### src/hdl/cfg_set_pkg.sv
// package of constants and carriers for the configuration set manager
package cfg_set_pkg;
  localparam int unsigned set_words = 16;
  localparam int unsigned word_w = 32;
  localparam int unsigned idx_w = 4;
  localparam int unsigned fifo_depth = 8;
  localparam logic [2:0] file_factory = 3'h0;
  localparam logic [2:0] file_user_one = 3'h1;
  localparam logic [2:0] file_user_two = 3'h2;
  localparam logic [2:0] file_user_three = 3'h3;
  localparam logic [2:0] file_user_four = 3'h4;
  localparam logic [2:0] file_none = 3'h7;
  localparam logic [2:0] active_rst = 3'h7;
  localparam logic [1:0] cls_inquiry = 2'h0;
  localparam logic [1:0] cls_feature = 2'h1;
  localparam logic [1:0] cls_bulk = 2'h2;
  localparam logic [1:0] cls_none = 2'h3;
  localparam logic [1:0] op_activate = 2'h0;
  localparam logic [1:0] op_download = 2'h1;
  localparam logic [1:0] op_upload = 2'h2;
  localparam logic [1:0] op_save = 2'h3;
  localparam logic [1:0] st_ok = 2'h0;
  localparam logic [1:0] st_busy = 2'h1;
  localparam logic [1:0] st_rejected = 2'h2;

  typedef struct packed {
    logic [1:0] op;
    logic [2:0] file;
  } bulk_cmd_s;

  typedef struct packed {
    logic [idx_w-1:0] idx;
    logic [word_w-1:0] data;
  } set_word_s;
endpackage

### src/hdl/config_set_manager.sv
// configuration set manager: boot load, activate, save, upload and download
`timescale 1ns/1ps
module config_set_manager
  import cfg_set_pkg::*;
#(
  parameter int unsigned user_files = 4
) (
  // clock and reset
  input wire logic mclk,
  input wire logic sys_rst,
  // decoded register command from the serial command decoder
  input wire logic cmd_valid,
  input wire logic [1:0] cmd_class,
  input wire bulk_cmd_s cmd,
  // upload words from the host
  input wire logic up_valid,
  input wire set_word_s up_word,
  // download stream to the host
  output logic dn_valid,
  input wire logic dn_ready,
  output logic [word_w-1:0] dn_data,
  // work set read port for feature logic
  input wire logic [idx_w-1:0] work_idx,
  output logic [word_w-1:0] work_data,
  // status
  output logic [1:0] bulk_status,
  output logic [2:0] active_file,
  output logic work_valid
);
  typedef enum {s_boot, s_copy, s_idle, s_dload, s_save, s_upload} state_e;
  state_e state, next_state;
  logic [word_w-1:0] work [set_words];
  logic [idx_w-1:0] idx, next_idx;
  logic [2:0] file, next_file;
  logic [1:0] status, next_status;
  logic [2:0] act, next_act;
  logic valid, next_valid;
  logic copy_act, next_copy_act;
  logic [word_w-1:0] rd_data;
  logic [2:0] rec_q;
  logic rec_wr;
  logic st_wr;
  logic [word_w-1:0] st_wdata;
  logic [idx_w-1:0] st_widx;
  logic [word_w-1:0] wdata_q;
  logic work_wr;
  logic fifo_in_valid, fifo_in_ready, fifo_out_valid;
  logic [word_w+idx_w-1:0] fifo_out;
  logic [word_w-1:0] dn_q;
  logic dn_v;
  logic [2:0] boot_file;
  logic file_ok, cmd_take, last;
  logic next_dn_v;
  logic [word_w-1:0] next_dn_q, next_work_data;
  logic [4:0] copy_cnt, next_copy_cnt;

  cfg_store #(.files(5)) u_store (
    .mclk(mclk),
    .rd_file(file),
    .rd_idx(idx),
    .rd_data(rd_data),
    .wr_en(st_wr),
    .wr_file(file),
    .wr_idx(st_widx),
    .wr_data(st_wdata),
    .rec_wr(rec_wr),
    .rec_data(file),
    .rec_q(rec_q)
  );

  cfg_fifo #(.width(word_w + idx_w), .depth(fifo_depth)) u_fifo (
    .mclk(mclk),
    .sys_rst(sys_rst),
    .in_valid(fifo_in_valid),
    .in_ready(fifo_in_ready),
    .in_data({idx, rd_data}),
    .out_valid(fifo_out_valid),
    .out_ready(!dn_v || dn_ready),
    .out_data(fifo_out)
  );

  // unknown or absent record means factory
  always_comb begin
    boot_file = file_factory;
    if (rec_q >= file_user_one && rec_q <= 3'(user_files)) begin
      boot_file = rec_q;
    end
  end

  // user files beyond the variant count do not exist
  assign file_ok = (cmd.file == file_factory) || (cmd.file >= file_user_one
                   && cmd.file <= 3'(user_files));
  assign cmd_take = cmd_valid && cmd_class == cls_bulk && state == s_idle;
  assign last = (idx == idx_w'(set_words - 1));
  assign fifo_in_valid = (state == s_dload);
  assign work_wr = (state == s_copy);
  assign rec_wr = (state == s_copy) && last && copy_act;
  assign st_wr = (state == s_save) || (state == s_upload && up_valid);
  assign st_widx = (state == s_upload) ? up_word.idx : idx;
  assign st_wdata = (state == s_upload) ? up_word.data : wdata_q;
  assign wdata_q = work[idx];

  always_comb begin
    next_state = state;
    next_idx = idx;
    next_file = file;
    next_status = status;
    next_act = act;
    next_valid = valid;
    next_copy_act = copy_act;
    case (state)
      s_boot: begin
        next_file = boot_file;
        next_act = boot_file;
        next_idx = '0;
        next_copy_act = 1'b0;
        next_status = st_busy;
        next_state = s_copy;
      end
      s_copy: begin
        next_idx = idx_w'(idx + 1'b1);
        if (last) begin
          next_valid = 1'b1;
          next_status = st_ok;
          if (copy_act) begin
            next_act = file;
          end
          next_state = s_idle;
        end
      end
      s_idle: begin
        if (cmd_take) begin
          next_idx = '0;
          next_file = cmd.file;
          if (!file_ok) begin
            next_status = st_rejected;
          end else begin
            next_status = st_busy;
            case (cmd.op)
              op_activate: begin
                next_copy_act = 1'b1;
                next_state = s_copy;
              end
              op_download: next_state = s_dload;
              op_upload: begin
                if (cmd.file == file_factory) begin
                  next_status = st_rejected;
                end else begin
                  next_state = s_upload;
                end
              end
              op_save: begin
                if (cmd.file == file_factory) begin
                  next_status = st_rejected;
                end else begin
                  next_state = s_save;
                end
              end
              default: next_status = st_rejected;
            endcase
          end
        end
      end
      s_dload: begin
        if (fifo_in_ready) begin
          next_idx = idx_w'(idx + 1'b1);
          if (last) begin
            next_status = st_ok;
            next_state = s_idle;
          end
        end
      end
      s_save: begin
        next_idx = idx_w'(idx + 1'b1);
        if (last) begin
          next_status = st_ok;
          next_state = s_idle;
        end
      end
      s_upload: begin
        // only the words sent are overwritten; finishing when the last index arrives
        if (up_valid && up_word.idx == idx_w'(set_words - 1)) begin
          next_status = st_ok;
          next_state = s_idle;
        end
      end
      default: next_state = s_boot;
    endcase
  end

  always_ff @(posedge mclk) begin
    if (sys_rst) begin
      state <= s_boot;
      idx <= '0;
      file <= file_factory;
      status <= st_busy;
      act <= active_rst;
      valid <= 1'b0;
      copy_act <= 1'b0;
    end else begin
      state <= next_state;
      idx <= next_idx;
      file <= next_file;
      status <= next_status;
      act <= next_act;
      valid <= next_valid;
      copy_act <= next_copy_act;
    end
  end

  always_ff @(posedge mclk) begin
    if (work_wr) begin
      work[idx] <= rd_data;
    end
  end

  // download output register stage; refills whenever it is empty or being taken
  always_comb begin
    next_dn_v = dn_v;
    next_dn_q = dn_q;
    if (!dn_v || dn_ready) begin
      next_dn_v = fifo_out_valid;
      next_dn_q = fifo_out[word_w-1:0];
    end
    next_work_data = valid ? work[work_idx] : '0;
  end

  always_ff @(posedge mclk) begin
    if (sys_rst) begin
      dn_v <= 1'b0;
      dn_q <= '0;
      work_data <= '0;
    end else begin
      dn_v <= next_dn_v;
      dn_q <= next_dn_q;
      work_data <= next_work_data;
    end
  end

  // cycles spent in the copy state, watched by the copy length checks
  always_comb begin
    next_copy_cnt = (state == s_copy) ? 5'(copy_cnt + 1'b1) : '0;
  end

  always_ff @(posedge mclk) begin
    if (sys_rst) begin
      copy_cnt <= '0;
    end else begin
      copy_cnt <= next_copy_cnt;
    end
  end

  assign dn_valid = dn_v;
  assign dn_data = dn_q;
  assign bulk_status = status;
  assign active_file = act;
  assign work_valid = valid;
endmodule // config_set_manager

### src/hdl/cfg_fifo.sv
// buffer of set words between the set store and the serial side
`timescale 1ns/1ps
module cfg_fifo #(
  parameter int unsigned width = 36,
  parameter int unsigned depth = 8
) (
  // clock and reset
  input wire logic mclk,
  input wire logic sys_rst,
  // fill side
  input wire logic in_valid,
  output logic in_ready,
  input wire logic [width-1:0] in_data,
  // drain side
  output logic out_valid,
  input wire logic out_ready,
  output logic [width-1:0] out_data
);
  localparam int unsigned aw = $clog2(depth);
  logic [width-1:0] mem [depth];
  logic [aw:0] count, next_count;
  logic [aw-1:0] wr_ptr, next_wr_ptr, rd_ptr, next_rd_ptr;
  logic push, pop;

  assign in_ready = (count != depth[aw:0]);
  assign out_valid = (count != '0);
  assign out_data = mem[rd_ptr];
  assign push = in_valid && in_ready;
  assign pop = out_valid && out_ready;

  always_comb begin
    next_wr_ptr = push ? aw'(wr_ptr + 1'b1) : wr_ptr;
    next_rd_ptr = pop ? aw'(rd_ptr + 1'b1) : rd_ptr;
    next_count = count;
    if (push && !pop) begin
      next_count = count + 1'b1;
    end else if (pop && !push) begin
      next_count = count - 1'b1;
    end
  end

  always_ff @(posedge mclk) begin
    if (sys_rst) begin
      count <= '0;
      wr_ptr <= '0;
      rd_ptr <= '0;
    end else begin
      count <= next_count;
      wr_ptr <= next_wr_ptr;
      rd_ptr <= next_rd_ptr;
    end
  end

  always_ff @(posedge mclk) begin
    if (push) begin
      mem[wr_ptr] <= in_data;
    end
  end
endmodule // cfg_fifo

### src/hdl/cfg_store.sv
// non-volatile set files and the lasting activated-file record
`timescale 1ns/1ps
module cfg_store
  import cfg_set_pkg::*;
#(
  parameter int unsigned files = 5
) (
  // clock
  input wire logic mclk,
  // word access
  input wire logic [2:0] rd_file,
  input wire logic [idx_w-1:0] rd_idx,
  output logic [word_w-1:0] rd_data,
  input wire logic wr_en,
  input wire logic [2:0] wr_file,
  input wire logic [idx_w-1:0] wr_idx,
  input wire logic [word_w-1:0] wr_data,
  // activated-file record
  input wire logic rec_wr,
  input wire logic [2:0] rec_data,
  output logic [2:0] rec_q
);
  // contents model flash: no reset, kept across sys_rst
  logic [word_w-1:0] mem [files*set_words];
  logic [2:0] rec;

  assign rd_data = mem[rd_file*set_words + rd_idx];
  assign rec_q = rec;

  always_ff @(posedge mclk) begin
    if (wr_en && wr_file != file_factory) begin
      mem[wr_file*set_words + wr_idx] <= wr_data;
    end
    if (rec_wr) begin
      rec <= rec_data;
    end
  end
endmodule // cfg_store

### config.mk
export PLATFORM = sky130hd
export DESIGN_NAME = config_set_manager
export DESIGN_NICKNAME = d
export VERILOG_FILES = /design/src/hdl/cfg_set_pkg.sv /design/src/hdl/config_set_manager.sv /design/src/hdl/cfg_fifo.sv /design/src/hdl/cfg_store.sv
export SDC_FILE = /design/constraint.sdc
export NUM_CORES = 2
export LEC_CHECK = 0
export CORE_ASPECT_RATIO = 0.7
export CORE_MARGIN = 2
export CORE_UTILIZATION = 40
export CTS_CLUSTER_DIAMETER = 120
export DETAILED_ROUTE_END_ITERATION = 8
export DONT_BUFFER_PORTS = 1
export MAX_ROUTING_LAYER = met4
export PLACE_DENSITY_LB_ADDON = 0.08
export SLEW_MARGIN = 5
export SYNTH_ARGS = -nofsm -noshare
export SYNTH_HDL_FRONTEND = slang
export SYNTH_SLANG_ARGS = --single-unit
### constraint.sdc
create_clock -name mclk -period 8.25 [get_ports mclk]
set_clock_uncertainty 0.1 [all_clocks]
set_input_delay 0.4125 -clock mclk [delete_from_list [all_inputs] [get_ports mclk]]
set_output_delay 0.4125 -clock mclk [all_outputs]
set_load 0.1 [all_outputs]
* Word-level counts from Yosys, hierarchy flattened *
Memories as Yosys holds them, arrays and structs flattened. A register that Yosys moved wholly into a read port is not among the register bits.
Index checks and enable logic that the tools add are counted.
Widths: inputs -> output; s select.

word-level totals
  register bits after elaboration = 60
  bits in writable memories = 3360
  word-level logic and storage cells = 134
  memories = 3
  input bits = 52
  output and inout port bits = 71

cells by class
  multiplexer cells = 42
  order comparisons = 4
  bitwise logic cells = 1
  add/sub/neg operators = 7
  reductions and logical operators = 39
  equal/unequal tests = 26

memories
  name         depth  bits a word  rd ports  clocked after memory_dff  wr ports  line                      RTL
  u_store.mem  80     32           1         0                         1         cfg_store.sv:24           logic [word_w-1:0] mem [files*set_words];
  work         16     32           2         2                         1         config_set_manager.sv:32  logic [word_w-1:0] work [set_words];
  u_fifo.mem   8      36           1         1                         1         cfg_fifo.sv:20            logic [width-1:0] mem [depth];

operators with widths
  kind                 count
  $mux 32              8
  $pmux 32 s5          1
  $eq 32x3->1 const B  4
  $pmux 32 s4          1
  $eq 32x2->1 const B  3
  $eq 32x4->1 const B  2
  $eq 32x1->1 const B  1
  $logic_not 32->1     1
  $mux 4               7
  $pmux 4 s4           1
  $add 7x4->7          2
  $mux 2               7
  $logic_and 1x1->1    13
  $mux 3               4
  $pmux 3 s2           2
  $ne 2x2->1 const B   5
  $pmux 2 s5           1
  $mux 1               9
  $add 4x1->4 const B  2
  $eq 4x4->1 const B   2
  $reduce_and 4->1     2
  $reduce_bool 4->1    2
  $add 3x1->3 const B  2
  $eq 2x2->1 const B   3
  20 further kinds     34

* Logic depth before layout (Yosys ltp) *
  depth in word-level cells = 7
  mapped depth = 11
  gate-level depth less buffers = 11

* Hierarchy *
From an unflattened synthesis, not the netlist that was laid out.

second synthesis, totals
  cell total of the unflattened synthesis = 6187
  area total of the unflattened synthesis = 136568.5 sq um

by module, submodules not included
  module              seq. area each (sq um)  area each (sq um)  instances  cells an instance
  cfg_store           76963.8                 98215.4            1          4272
  config_set_manager  17096.4                 26634.3            1          1425
  cfg_fifo            8908.5                  11718.7            1          490

* Worst setup path after synthesis *
Ideal clock, no wire load.

  kind = reg2reg
  from = reg idx[0]
  to = mem work[0][0] (enable)
  arrival time = 3.924 ns
  setup time = 0.461 ns
  path buffers = 5
  clock period less this slack = 4.485 ns
  stages on the path, launching flop included = 10
  setup slack = 3.765 ns
  data required time = 7.689 ns
  cell sequence = dfxtp_1 buf_2 buf_2 buf_2 inv_2 buf_2 clkbuf_1 ha_1 nand2_1 nor3_1

RTL lines
  element                   line                       RTL
  start: declaration        config_set_manager.sv:33   logic [idx_w-1:0] idx, next_idx;
  start signal: assignment  config_set_manager.sv:202  idx <= next_idx;
  end: declaration          config_set_manager.sv:32

No word-level cell before the write port.

* Worst setup path after layout *
  from = reg idx[0]
  to = mem work[12][16] (data pin)

on the way
  word-level cells in the longest chain between the ends = 2

ends and longest elaborated chain
  element                line                      RTL
  $add 7x4->7            cfg_store.sv:27           assign rd_data = mem[rd_file*set_words + rd_idx];
  $mem_v2 80x32          --
  named net rd_data[16]  config_set_manager.sv:39  logic [word_w-1:0] rd_data;

The timed path passes the listed nets, and every way through them passes these cells.

==> flow_summary.json <==
{
  "grt_pass1_vias": 64400,
  "ys_ff_latch": 3427,
  "layout_common_cells": "edfxtp_1 (3331), mux4_2 (1105), conb_1 (512)",
  "vias": 65100,
  "vias_per_cell": 5.78,
  "dp.cells": 10600,
  "finalCritPeriodShare": 0.629,
  "ys_async_sr_fraction": 0,
  "path_class": "flip-flop to flip-flop",
  "cts_resized": 0,
  "met3_wirelength_um": 32500,
  "dp_hpwl_um": 220000,
  "antenna_found_initial": 54,
  "drc_errors": 0,
  "post_cts_buffers": 0,
  "core_area_um2": 333000,
  "cts_tree": "yes",
  "fin_tns_setup_ps": 0,
  "cts_buffers": 342,
  "finalNonFillerCells": 11300,
  "grt_usage": 0.235,
  "slew_viol_final": 0,
  "clock_latency_ps": 920,
  "end_kind": "flip-flop",
  "die_h_um": 488,
  "first_pass_iters": 5,
  "multi_input_area_um2": 33100,
  "synth_seq_area_share": 0.761,
  "drive_above_1_share": 0.287,
  "dr_wl_met2_um": 168000,
  "setup_viol": 0,
  "ir_worst_vdd_v": 0.000256,
  "ys.flop_type": "edfxtp_1",
  "wl_per_cell_um": 34.4,
  "cts_hold_buf": 34,
  "avgSynthCellArea_um2": 23.4,
  "fill_cells": 27800,
  "outcome": "finished clean",
  "clock.fmax_mhz": 193,
  "cts.sinks": 3427,
  "final_common_cell": "edfxtp_1",
  "htreeDepth": 5,
  "die_w_um": 696,
  "hold_path_class": "input port to flip-flop",
  "clockBufferDepth": 4,
  "grt.overflow.total": 0,
  "root_buffer": "clkbuf_16",
  "power_density_nw_per_um2": 336,
  "worstPathArrival_ps": 5510,
  "max_cap_viol_count": 0,
  "fp-row-count": 177,
  "drtAntennaViolNets": 0,
  "worstPathRequired_ps": 8570,
  "drtIter0Drc": 9643,
  "netlist_area_um2": 134000,
  "ys_types": 57,
  "grt_max_degree": 117,
  "layout.nets": 6566,
  "place.gp.congestion": 0.806,
  "p_leak_uw": 0.0474,
  "critPathLaunchType": "flip-flop",
  "regArea_um2": 102000,
  "worst-path-max-fanout": 88,
  "areaGrowthSynthToFinish_pct": 14.7,
  "worst_slew_pin_slew_ps": 1300,
  "yosys_warnings": 0,
  "clk_pin_slew_ps": 60,
  "dieArea_um2": 340000,
  "start_util": 0.403,
  "synth_edf_count": 3331,
  "top_layer": "met4",
  "wl_um": 388000,
  "slew_headroom": 0.131,
  "netlist_instances": 5735,
  "hold_viol_final": 0,
  "wl_met1_um": 180000,
  "io_buffers": 0,
  "grt_pass1_wl_um": 534000,
  "min_period_ps": 5190,
  "grt_setup_unrepaired": "false",
  "io_pins": 123
}
==> state kept, by name, summed over array words and instances (netlist names), 3 cells and up, named ones only <==
name	flops
u_store.mem	2560
work	512
u_fifo.mem	256
dn_data	32
work_data	32
idx	4
u_fifo.count	4
active_file	3
file	3
state	3
u_fifo.rd_ptr	3
u_fifo.wr_ptr	3
u_store.rec_q	3
==> through the flow <==
step	utilization	worst slack, ps	hold WS (ps)	power [uW]	area (um^2)
after CTS	0.462	2980	5.82	52200	154000
after detailed placement	0.428	3010	394	36800	142000
final	0.462	3060	86.4	51700	154000
after floorplan	-	3760	306	31100	136000
after global placement	0.428	3020	384	36400	142000
after global routing	0.462	2630	22.9	53500	154000
==> cells by family (layout without fill, tap and decap cells) <==
logic type	Yosys count	count (layout)	share of synthesized area
other	1	532	0.0000280
muxes	1271	1271	0.199
DFF	3427	3427	0.761
and+or+nand+nor	465	465	0.0158
AOI/OAI and AO/OA	219	219	0.0115
xor gates and xnor gates	8	8	0.000523
adders and majority gates	10	10	0.000990
buffers and inverters	334	860	0.0114
==> worst max-delay path, cell delays in order (launching register included) <==
cell and delay (ps):
dfxtp_4 750, buf_4 550, buf_12 600, mux4_2 610
mux2i_1 720, a32oi_1 340, a32oi_1 340, nand2_1 510
==> layer usage <==
layer / GRT usage / up-vias
met5: - / -
met4: 0.0455 / 0
met3: 0.0420 / 478
met2: 0.326 / 2760
met1: 0.364 / 36100
li1: - / 25800
==> final timing paths <==
kind                            cells past startpoint               end  slack, ps              from
worst max register to register                      7      work[12][16]       3060            idx[0]
worst min register to register                      2  u_fifo.wr_ptr[0]        410  u_fifo.wr_ptr[0]
worst max-delay path                                7      work[12][16]       3060            idx[0]
worst min-delay path                                2     work_data[30]         90       work_idx[3]
==> power breakdown <==
part	switching (uW)	leakage, uW	total, uW	internal [uW]
sequential	977	0.0312	25000	24000
combinational	8200	0.0109	11300	3100
clock	6650	0.00529	15300	8700
total	15800	0.0474	51700	35800
==> cell type report <==
cell class,count,area share
Sequential cell,3427,0.664
Clock inverter,167,0.00976
Tap cell,4475,0.0364
Clock buffer,445,0.0602
Antenna cell,20,0.000326
Inverter,8,0.000228
Timing Repair Buffer,240,0.0141
Multi-Input combinational cell,2485,0.215
==> cells in the mapped netlist (all sizes together) (2+ instances only) <==
master	count	area share
a211oi	51	0.0029
a21oi	31	0.0012
a22oi	49	0.0027
a311oi	2	0.00013
a32oi	15	0.00098
and2	5	0.00023
buf	191	0.0074
clkbuf	135	0.0038
dfxtp	96	0.014
edfxtp	3331	0.75
ha	9	0.00084
inv	8	0.00022
mux2	36	0.0030
mux2i	130	0.0097
mux4	1105	0.19
nand2	152	0.0043
nand2b	27	0.0013
nand3	26	0.00097
nand3b	3	0.00017
nand4	15	0.00070
nor2	162	0.0045
nor2b	45	0.0021
nor3	11	0.00041
nor3b	4	0.00026
nor4	2	0.000093
o211ai	15	0.00084
o21ai	8	0.00030
o22ai	38	0.0018
or2	5	0.00023
or4b	2	0.00015
xnor2	3	0.00020
xor2	5	0.00033
Note: power is estimated with default switching activity, not from simulation.
